**src/rtl/s3d_defs.vh**
```
// Constants for the sinc3 decimation and settling control block.
// Included by the design files; holds definitions only.
`ifndef S3D_DEFS_VH
`define S3D_DEFS_VH

// Register byte offsets
`define S3D_ADDR_FILT_CFG 8'h00
`define S3D_ADDR_MODE 8'h04
`define S3D_ADDR_STATUS 8'h08
`define S3D_ADDR_DATA 8'h0C

// Filter configuration fields
`define S3D_CFG_MAP_BIT 15
`define S3D_CFG_SINC5_BIT 16
`define S3D_CFG_VAL_MSB 14
`define S3D_CFG_RESET 17'h0_0000

// Mode register fields
`define S3D_MODE_SSC_BIT 0
`define S3D_MODE_MULTI_BIT 1
`define S3D_MODE_RESET 2'h0

// Status register fields
`define S3D_ST_AVAIL_BIT 0
`define S3D_ST_SETTLED_BIT 1
`define S3D_ST_OVERRUN_BIT 2
`define S3D_ST_SSC_EFF_BIT 3
`define S3D_ST_ZERO_BIT 4

// Rates and settling
`define S3D_MOD_RATE_HZ 8000000
`define S3D_MOD_PER_UNIT 32
`define S3D_SETTLE_PERIODS 3
`define S3D_CLK_HZ 10000000

// Rate code at or above which the sinc5 path runs at 10 kSPS or below
`define S3D_CODE_10K 5'h07
`define S3D_CODE_MAX 5'h11

`endif

```
**src/rtl/s3d_buf.v**
```verilog
// Two-entry buffer with valid and ready on both sides.
// Assumes one clock and a synchronous active-high reset.
`timescale 1ns/100ps
`include "s3d_defs.vh"

module s3d_buf
#(
  parameter W = 24,
  parameter DEPTH = 2
)
(
  // Clock and reset
  input wire clock_in,
  input wire rst_in,
  // Fill side
  input wire in_valid_in,
  output wire in_ready_out,
  input wire [W-1:0] in_data_in,
  // Drain side
  output wire out_valid_out,
  input wire out_ready_in,
  output wire [W-1:0] out_data_out
);

  reg [W-1:0] mem_q [0:DEPTH-1];
  reg wr_ptr_q;
  reg rd_ptr_q;
  reg [1:0] count_q;
  wire push;
  wire pop;

  // Honest full and empty from the entry count
  assign in_ready_out = (count_q < DEPTH);
  assign out_valid_out = (count_q != 2'h0);
  assign out_data_out = mem_q[rd_ptr_q];
  assign push = in_valid_in & in_ready_out;
  assign pop = out_valid_out & out_ready_in;

  // Entry storage, no reset needed on data
  genvar gi;
  generate
    for (gi = 0; gi < DEPTH; gi = gi + 1)
    begin : g_ent
      always @(posedge clock_in)
      begin
        if (push && (wr_ptr_q == gi))
          mem_q[gi] <= in_data_in;
      end
    end
  endgenerate

  // Pointers and count
  always @(posedge clock_in)
  begin
    if (rst_in)
    begin
      wr_ptr_q <= 1'b0;
      rd_ptr_q <= 1'b0;
      count_q <= 2'h0;
    end
    else
    begin
      if (push)
        wr_ptr_q <= ~wr_ptr_q;
      if (pop)
        rd_ptr_q <= ~rd_ptr_q;
      count_q <= count_q + {1'b0, push} - {1'b0, pop};
    end
  end

endmodule

```
**src/rtl/s3d_filter.v**
```verilog
// Sinc3 decimation filter with rate selection, direct decimation mapping
// and single-cycle settling; results are read through a small register port.
// Assumes modulator bits arrive synchronous to clock_in with a valid strobe
// at the modulator rate, which stays below the 10 MHz system clock.
//
// Behaviour
// - Sinc3 needs three output periods to settle.
// - Map bit set makes the config field a direct decimation value.
// - Mapped rate is modulator rate over 32 times config bits 14:0.
// - Single-cycle settle outputs only settled results, one per settling time.
// - Single-cycle settle ignored for sinc5+sinc1 at rate codes of 10 kSPS or below, not with the map bit set.
// - Without single-cycle settle, results settle three cycles after a step.
// - Rates include 250 kSPS; single-cycle or multichannel gives one third.
`timescale 1ns/100ps
`include "s3d_defs.vh"

module s3d_filter
#(
  parameter OUT_W = 24,
  parameter ACC_W = 64
)
(
  // Clock and reset
  input wire clock_in,
  input wire rst_in,
  // Modulator bitstream
  input wire mod_bit_in,
  input wire mod_valid_in,
  // Register port
  input wire [7:0] addr_in,
  input wire [31:0] wr_data_in,
  input wire wr_in,
  input wire rd_in,
  output reg [31:0] rd_data_out,
  // Result waiting
  output reg data_ready_out
);

  reg [16:0] filter_config_reg_q;
  reg [1:0] mode_q;
  reg [ACC_W-1:0] int1_q, int2_q, int3_q;
  reg [ACC_W-1:0] dly1_q, dly2_q, dly3_q;
  reg [19:0] samp_cnt_q;
  reg [1:0] res_cnt_q;
  reg settled_q;
  reg overrun_q;
  reg pend_valid_q;
  reg [OUT_W:0] pend_data_q;
  reg comb_fire_q;
  reg [ACC_W-1:0] comb_out_q;

  wire direct_decimation_map = filter_config_reg_q[`S3D_CFG_MAP_BIT];
  wire sinc5_sel = filter_config_reg_q[`S3D_CFG_SINC5_BIT];
  wire [4:0] rate_code = filter_config_reg_q[4:0];
  wire single_cycle_settle = mode_q[`S3D_MODE_SSC_BIT];
  wire multi_chan = mode_q[`S3D_MODE_MULTI_BIT];

  // Rate code to decimation in units of 32 modulator samples
  function [14:0] code_to_dec;
    input [4:0] code;
    begin
      case (code)
        5'h00: code_to_dec = 15'h0001; // 250 kSPS
        5'h01: code_to_dec = 15'h0002;
        5'h02: code_to_dec = 15'h0004;
        5'h03: code_to_dec = 15'h0005;
        5'h04: code_to_dec = 15'h0008;
        5'h05: code_to_dec = 15'h000A;
        5'h06: code_to_dec = 15'h0010;
        5'h07: code_to_dec = 15'h0019; // 10 kSPS
        5'h08: code_to_dec = 15'h0032;
        5'h09: code_to_dec = 15'h0064;
        5'h0A: code_to_dec = 15'h00FA;
        5'h0B: code_to_dec = 15'h01F4;
        5'h0C: code_to_dec = 15'h0271; // 400 SPS
        5'h0D: code_to_dec = 15'h04E2;
        5'h0E: code_to_dec = 15'h1388; // 50 SPS
        5'h0F: code_to_dec = 15'h30D4;
        5'h10: code_to_dec = 15'h61A8;
        default: code_to_dec = 15'h7FFF; // Slowest the field can express
      endcase
    end
  endfunction

  // Ceiling log2 of the decimation in modulator samples
  function [4:0] clog2_dec;
    input [19:0] val;
    integer k;
    begin
      clog2_dec = 5'h00;
      for (k = 0; k < 20; k = k + 1)
        if ((20'h0_0001 << k) < val)
          clog2_dec = k[4:0] + 5'h01;
    end
  endfunction

  // Decimation select: direct value replaces every other option
  wire [14:0] dec_units = direct_decimation_map ? filter_config_reg_q[14:0]
                                                : code_to_dec(rate_code);
  wire dec_zero = (dec_units == 15'h0000);
  wire [19:0] dec_samples = {dec_units, 5'h00};
  wire [4:0] dec_lg = clog2_dec(dec_samples);
  wire [6:0] norm_sh = 7'h3E - {dec_lg, 1'b0} - {2'b00, dec_lg};

  // Sinc5 path at rate codes of 10 kSPS or below keeps its own settling; mapped rates do not
  wire ssc_eff = single_cycle_settle & ~(sinc5_sel & ~direct_decimation_map &
                 (rate_code >= `S3D_CODE_10K));
  wire third_rate = ssc_eff | multi_chan;

  wire cfg_wr = wr_in & ((addr_in == `S3D_ADDR_FILT_CFG) | (addr_in == `S3D_ADDR_MODE));
  wire [ACC_W-1:0] mod_val = mod_bit_in ? {{(ACC_W-1){1'b0}}, 1'b1} : {ACC_W{1'b1}};
  wire last_samp = (samp_cnt_q == dec_samples - 20'h0_0001);
  // Integrator output after this edge, so the third window holds only new samples
  wire [ACC_W-1:0] int3_nx = int3_q + int2_q;
  wire [ACC_W-1:0] c1 = int3_nx - dly1_q;
  wire [ACC_W-1:0] c2 = c1 - dly2_q;
  wire [ACC_W-1:0] c3 = c2 - dly3_q;
  wire [ACC_W-1:0] norm = comb_out_q << norm_sh;
  wire [1:0] res_next = res_cnt_q + 2'h1;
  wire emit_third = (res_next == `S3D_SETTLE_PERIODS);
  wire settled_now = settled_q | emit_third;

  wire buf_in_ready;
  wire buf_out_valid;
  wire [OUT_W:0] buf_out_data;
  wire pop = rd_in & (addr_in == `S3D_ADDR_DATA);

  // Integrators and decimation counter; a config write restarts settling
  always @(posedge clock_in)
  begin
    if (rst_in || cfg_wr || dec_zero)
    begin
      int1_q <= {ACC_W{1'b0}};
      int2_q <= {ACC_W{1'b0}};
      int3_q <= {ACC_W{1'b0}};
      samp_cnt_q <= 20'h0_0000;
    end
    else if (mod_valid_in)
    begin
      int1_q <= int1_q + mod_val;
      int2_q <= int2_q + int1_q;
      int3_q <= int3_q + int2_q;
      samp_cnt_q <= last_samp ? 20'h0_0000 : samp_cnt_q + 20'h0_0001;
    end
  end

  // Comb section at the output rate
  always @(posedge clock_in)
  begin
    if (rst_in || cfg_wr || dec_zero)
    begin
      dly1_q <= {ACC_W{1'b0}};
      dly2_q <= {ACC_W{1'b0}};
      dly3_q <= {ACC_W{1'b0}};
      comb_out_q <= {ACC_W{1'b0}};
      comb_fire_q <= 1'b0;
    end
    else
    begin
      comb_fire_q <= mod_valid_in & last_samp;
      if (mod_valid_in && last_samp)
      begin
        dly1_q <= int3_nx;
        dly2_q <= c1;
        dly3_q <= c2;
        comb_out_q <= c3;
      end
    end
  end

  // Result gating: every third result in slow modes, every result otherwise; settled flag in all modes
  always @(posedge clock_in)
  begin
    if (rst_in || cfg_wr || dec_zero)
    begin
      res_cnt_q <= 2'h0;
      settled_q <= 1'b0;
    end
    else if (comb_fire_q)
    begin
      res_cnt_q <= emit_third ? 2'h0 : res_next;
      settled_q <= settled_now;
    end
  end

  // Pending word waits for buffer room; the modulator cannot be stalled
  always @(posedge clock_in)
  begin
    if (rst_in)
    begin
      pend_valid_q <= 1'b0;
      pend_data_q <= {(OUT_W+1){1'b0}};
      overrun_q <= 1'b0;
    end
    else
    begin
      if (comb_fire_q && (!third_rate || emit_third))
      begin
        pend_valid_q <= 1'b1;
        pend_data_q <= {settled_now, norm[ACC_W-1 -: OUT_W]};
      end
      else if (buf_in_ready)
        pend_valid_q <= 1'b0;
      // New result over an unaccepted one; set wins over the read clear
      if (comb_fire_q && pend_valid_q && !buf_in_ready &&
          (!third_rate || emit_third))
        overrun_q <= 1'b1;
      else if (rd_in && (addr_in == `S3D_ADDR_STATUS))
        overrun_q <= 1'b0;
    end
  end

  s3d_buf #(
    .W(OUT_W + 1),
    .DEPTH(2)
  ) u_buf (
    .clock_in(clock_in),
    .rst_in(rst_in),
    .in_valid_in(pend_valid_q),
    .in_ready_out(buf_in_ready),
    .in_data_in(pend_data_q),
    .out_valid_out(buf_out_valid),
    .out_ready_in(pop),
    .out_data_out(buf_out_data)
  );

  // Register writes
  always @(posedge clock_in)
  begin
    if (rst_in)
    begin
      filter_config_reg_q <= `S3D_CFG_RESET;
      mode_q <= `S3D_MODE_RESET;
    end
    else if (wr_in)
    begin
      if (addr_in == `S3D_ADDR_FILT_CFG)
        filter_config_reg_q <= wr_data_in[16:0];
      if (addr_in == `S3D_ADDR_MODE)
        mode_q <= wr_data_in[1:0];
    end
  end

  // Read data one cycle after the strobe; unmapped reads return zero
  always @(posedge clock_in)
  begin
    if (rst_in)
    begin
      rd_data_out <= 32'h0000_0000;
      data_ready_out <= 1'b0;
    end
    else
    begin
      data_ready_out <= buf_out_valid;
      rd_data_out <= 32'h0000_0000;
      if (rd_in)
      begin
        case (addr_in)
          `S3D_ADDR_FILT_CFG: rd_data_out <= {15'h0000, filter_config_reg_q};
          `S3D_ADDR_MODE: rd_data_out <= {30'h0000_0000, mode_q};
          `S3D_ADDR_STATUS: rd_data_out <= {27'h000_0000, dec_zero, ssc_eff,
                                            overrun_q, settled_q, buf_out_valid};
          `S3D_ADDR_DATA: rd_data_out <= buf_out_valid ?
                                         {7'h00, buf_out_data} : 32'h0000_0000;
          default: rd_data_out <= 32'h0000_0000;
        endcase
      end
    end
  end

endmodule

```
**config.mk**
```make
export PLATFORM = sky130hd
export DESIGN_NAME = s3d_filter
export DESIGN_NICKNAME = d
export VERILOG_FILES = /design/src/rtl/s3d_buf.v /design/src/rtl/s3d_filter.v
export VERILOG_INCLUDE_DIRS = /design/src /design/src/rtl
export SDC_FILE = /design/constraint.sdc
export NUM_CORES = 2
export LEC_CHECK = 0
export BUFFER_PORTS_ARGS = -buffer_cell sky130_fd_sc_hd__buf_2
export CORE_MARGIN = 2
export CORE_UTILIZATION = 45
export DETAILED_ROUTE_END_ITERATION = 12
export PLACE_DENSITY = 0.56
export SETUP_SLACK_MARGIN = 0.3
export SYNTH_ARGS = -nofsm -noshare
export SYNTH_HDL_FRONTEND = slang
export SYNTH_SLANG_ARGS = --single-unit
```
**constraint.sdc**
```tcl
create_clock -name clock_in -period 18.84 [get_ports clock_in]
set_clock_uncertainty 0.15 [all_clocks]
set_input_delay 0.942 -clock clock_in [delete_from_list [all_inputs] [get_ports clock_in]]
set_output_delay 0.942 -clock clock_in [all_outputs]
set_load 0.05 [all_outputs]
```
==> metrics.yaml <==
detailed_routing:
  vias: 38400
  drt-vias-per-instance: 5.63
  wl_mm: 119
  ant_nets: 0
  dr.pass1.iters: 6
  post_drt_wl_per_cell_microns: 17.5
  drc: 0
  drt-initial-drc-count: 2370
yosys:
  synth_edf_count: 50
  ys.flop_type: "dfxtp_1"
  yosys.area.top_type: "dfxtp_1"
  async_flop_share: 0
  synthTopCellsByArea: "dfxtp_1 25%, ha_1 11%, xnor2_1 5.3%, o21ai_0 4.9%, a21oi_1 4.8%"
  yosysMostFrequentCell: "dfxtp_1"
  synth_top_area_frac: 0.250
  synthCells: 5497
  synth_cell_types: 93
  syn_area_per_cell_sq_um: 8.22
  synth_warnings: 0
  synth_common_cells: "564 x dfxtp_1, 525 x nand2_1, 524 x nor2_1, 441 x o21ai_0, 434 x a21oi_1"
  synthesis.area_sq_um: 45200
  yosysSeqAreaShare: 0.283
  synth-seq-cells: 614
timing:
  setup_viol: 0
  worst_slew_pin_slew_ps: 1090
  hold_violations: 0
  slew_headroom: 0.251
  slew_violations: 0
  rsz0062_at_grt: "false"
  period_minus_slack_ps: 11430
  layout_worst_path_cycle_share: 0.607
  clock.fmax_mhz: 87.5
  timing.hold.ws_ps: 310
  tns_ps: 0
critical_path:
  crit_path_end: "comb_out_q[62]$_SDFFE_PP0P_"
  rrSetupSlack_ps: 7410
  cp_data_arrival_time_ps: 11770
  worstPathRequired_ps: 19180
  worstPathMaxFanout: 7
  r2r-end: "comb_out_q[62]$_SDFFE_PP0P_"
  critPathKind: "flop to flop"
  timing.rr.start: "int2_q[0]$_SDFFE_PP0P_"
  crit_start: "int2_q[0]$_SDFFE_PP0P_"
  end_kind: "flop"
  startpoint_type: "flop"
  cp_slowest_cell: "or3_1"
  critical_path.max_stage_delay_ps: 440
  reg2regPathDepth: 49
  crit_path_frequent_cell: "a21oi_1"
placement:
  place_area_sq_um: 46500
  routabilityCongestion: 0.942
  dp_hpwl_mm: 88.8
  io_buffer_count: 56
global_routing:
  grt_max_degree: 104
  grt_usage: 0.228
  grt_remaining_overflow: 0
  antenna_found_initial: 0
  grt_pass1_vias: 36400
  grt_pass1_wl_mm: 195
clocking:
  h-tree-depth: 3
  tritoncts: "done"
  numCtsBuffers: 77
  clkTransAtPathRegs_ps: 60
  cts_root_buf: "clkbuf_16"
  cts_resized: 0
  cts.sinks: 614
  post_cts_buffers: 0
  holdBufCountCts: 0
  clk-insertion-delay-late_ps: 650
  cts_buffer_depth: 3
min_path:
  hold_class: "flop to flop"
die:
  io_pins: 79
  core_sq_um: 99900
  die_w_microns: 321
  row_count: 116
  die_area_sq_um: 103000
  die_h_microns: 321
  initial_core_util: 0.452
status:
  status: "complete, no violations"
layout:
  nFillCells: 9805
  antenna_cells: 0
  areaGrowthSynthToFinish_pct: 8.88
  fin_area_sq_um: 49200
  regArea_sq_um: 12800
  fin_util: 0.493
  multi_input_area_sq_um: 30300
  final_nets: 5897
  layout-drive-gt1-share: 0.0708
flow_run:
  max_cap_viol_count: 0
-- layer usage --
layer / track usage / vias up / share of wire
met5: 0 / - / 0
met4: 0.0625 / 0 / 0.026
met3: 0.0277 / 175 / 0.036
met2: 0.388 / 650 / 0.47
met1: 0.304 / 17900 / 0.47
li1: - / 19600 / -
-- cell type report --
cell class,instances,area share
Inverter,345,0.0265
Timing Repair Buffer,92,0.0114
Clock buffer,96,0.0429
Multi-Input combinational cell,4318,0.615
Tap cell,1298,0.0330
Clock inverter,45,0.0110
Sequential cell,614,0.260
-- cell usage in the layout (no fill, tap or decap), types with 55 or more instances in the layout --
cell type,synthesis,layout
dfxtp_1,564,564
nand2_1,525,524
nor2_1,524,524
o21ai_0,441,441
a21oi_1,434,433
ha_1,396,396
inv_1,341,339
xnor2_1,273,271
a21o_1,264,264
mux2i_1,206,206
xor2_1,130,128
nand3_1,89,88
clkbuf_16,0,78
mux4_2,75,75
o21bai_1,74,74
nor3_1,67,66
buf_2,7,55
-- worst max-delay path, delay by kind of cell, from the launching register on --
kind                     cells  cell delay, ps
AO/OA/AOI/OAI               34            6630
adder cells (fa/ha/maj)      5            1720
AND/OR/NAND/NOR              6            1480
XOR/XNOR                     4             930
flip-flops                   1             350
-- worst min path at each step --
stage | startpoint | endpoint | slack, ps | depth (start not counted)
4_1_cts | pend_data_q[2]$_SDFFE_PP0P_ | u_buf.mem_q[0][2]$_DFFE_PP_ | 310 | 0
5_1_grt | pend_data_q[3]$_SDFFE_PP0P_ | u_buf.mem_q[0][3]$_DFFE_PP_ | 330 | 0
3_5_place_dp | pend_data_q[3]$_SDFFE_PP0P_ | u_buf.mem_q[0][3]$_DFFE_PP_ | 300 | 0
2_1_floorplan | pend_data_q[0]$_SDFFE_PP0P_ | u_buf.mem_q[0][0]$_DFFE_PP_ | 270 | 0
3_3_place_gp | pend_data_q[3]$_SDFFE_PP0P_ | u_buf.mem_q[0][3]$_DFFE_PP_ | 290 | 0
6_report | pend_data_q[2]$_SDFFE_PP0P_ | u_buf.mem_q[0][2]$_DFFE_PP_ | 310 | 0
-- registers in the layout, indices dropped and copies added, names as in the netlist, 50 cells and up, named ones only --
signal       flops
int3_q          64
dly1_q          64
int1_q          64
dly2_q          64
int2_q          64
u_buf.mem_q     50
comb_out_q      64
dly3_q          64
-- stage by stage --
stage | instances | setup slack, ps
6_report | 6808 | 7410
5_1_grt | 6808 | 6430
4_1_cts | 6808 | 7340
3_5_place_dp | 6667 | 7400
3_3_place_gp | 6667 | 7410
2_1_floorplan | 5503 | 9280
-- cell families (layout without fill, tap and decap cells) --
logic type	after synthesis	after routing	synth area share
adders and majority gates	403	403	0.113
buffers and inverters	571	578	0.0499
xor gates and xnor gates	404	404	0.0786
muxes	309	309	0.0903
other	1	7	0.0000830
and+or+nand+nor	1518	1518	0.150
AOI/OAI and AO/OA	1677	1677	0.235
DFF	614	614	0.283
Power is left out: the tool's default activity adds up to more than one toggle a clock period on the data nets, which glitch-free logic cannot reach.
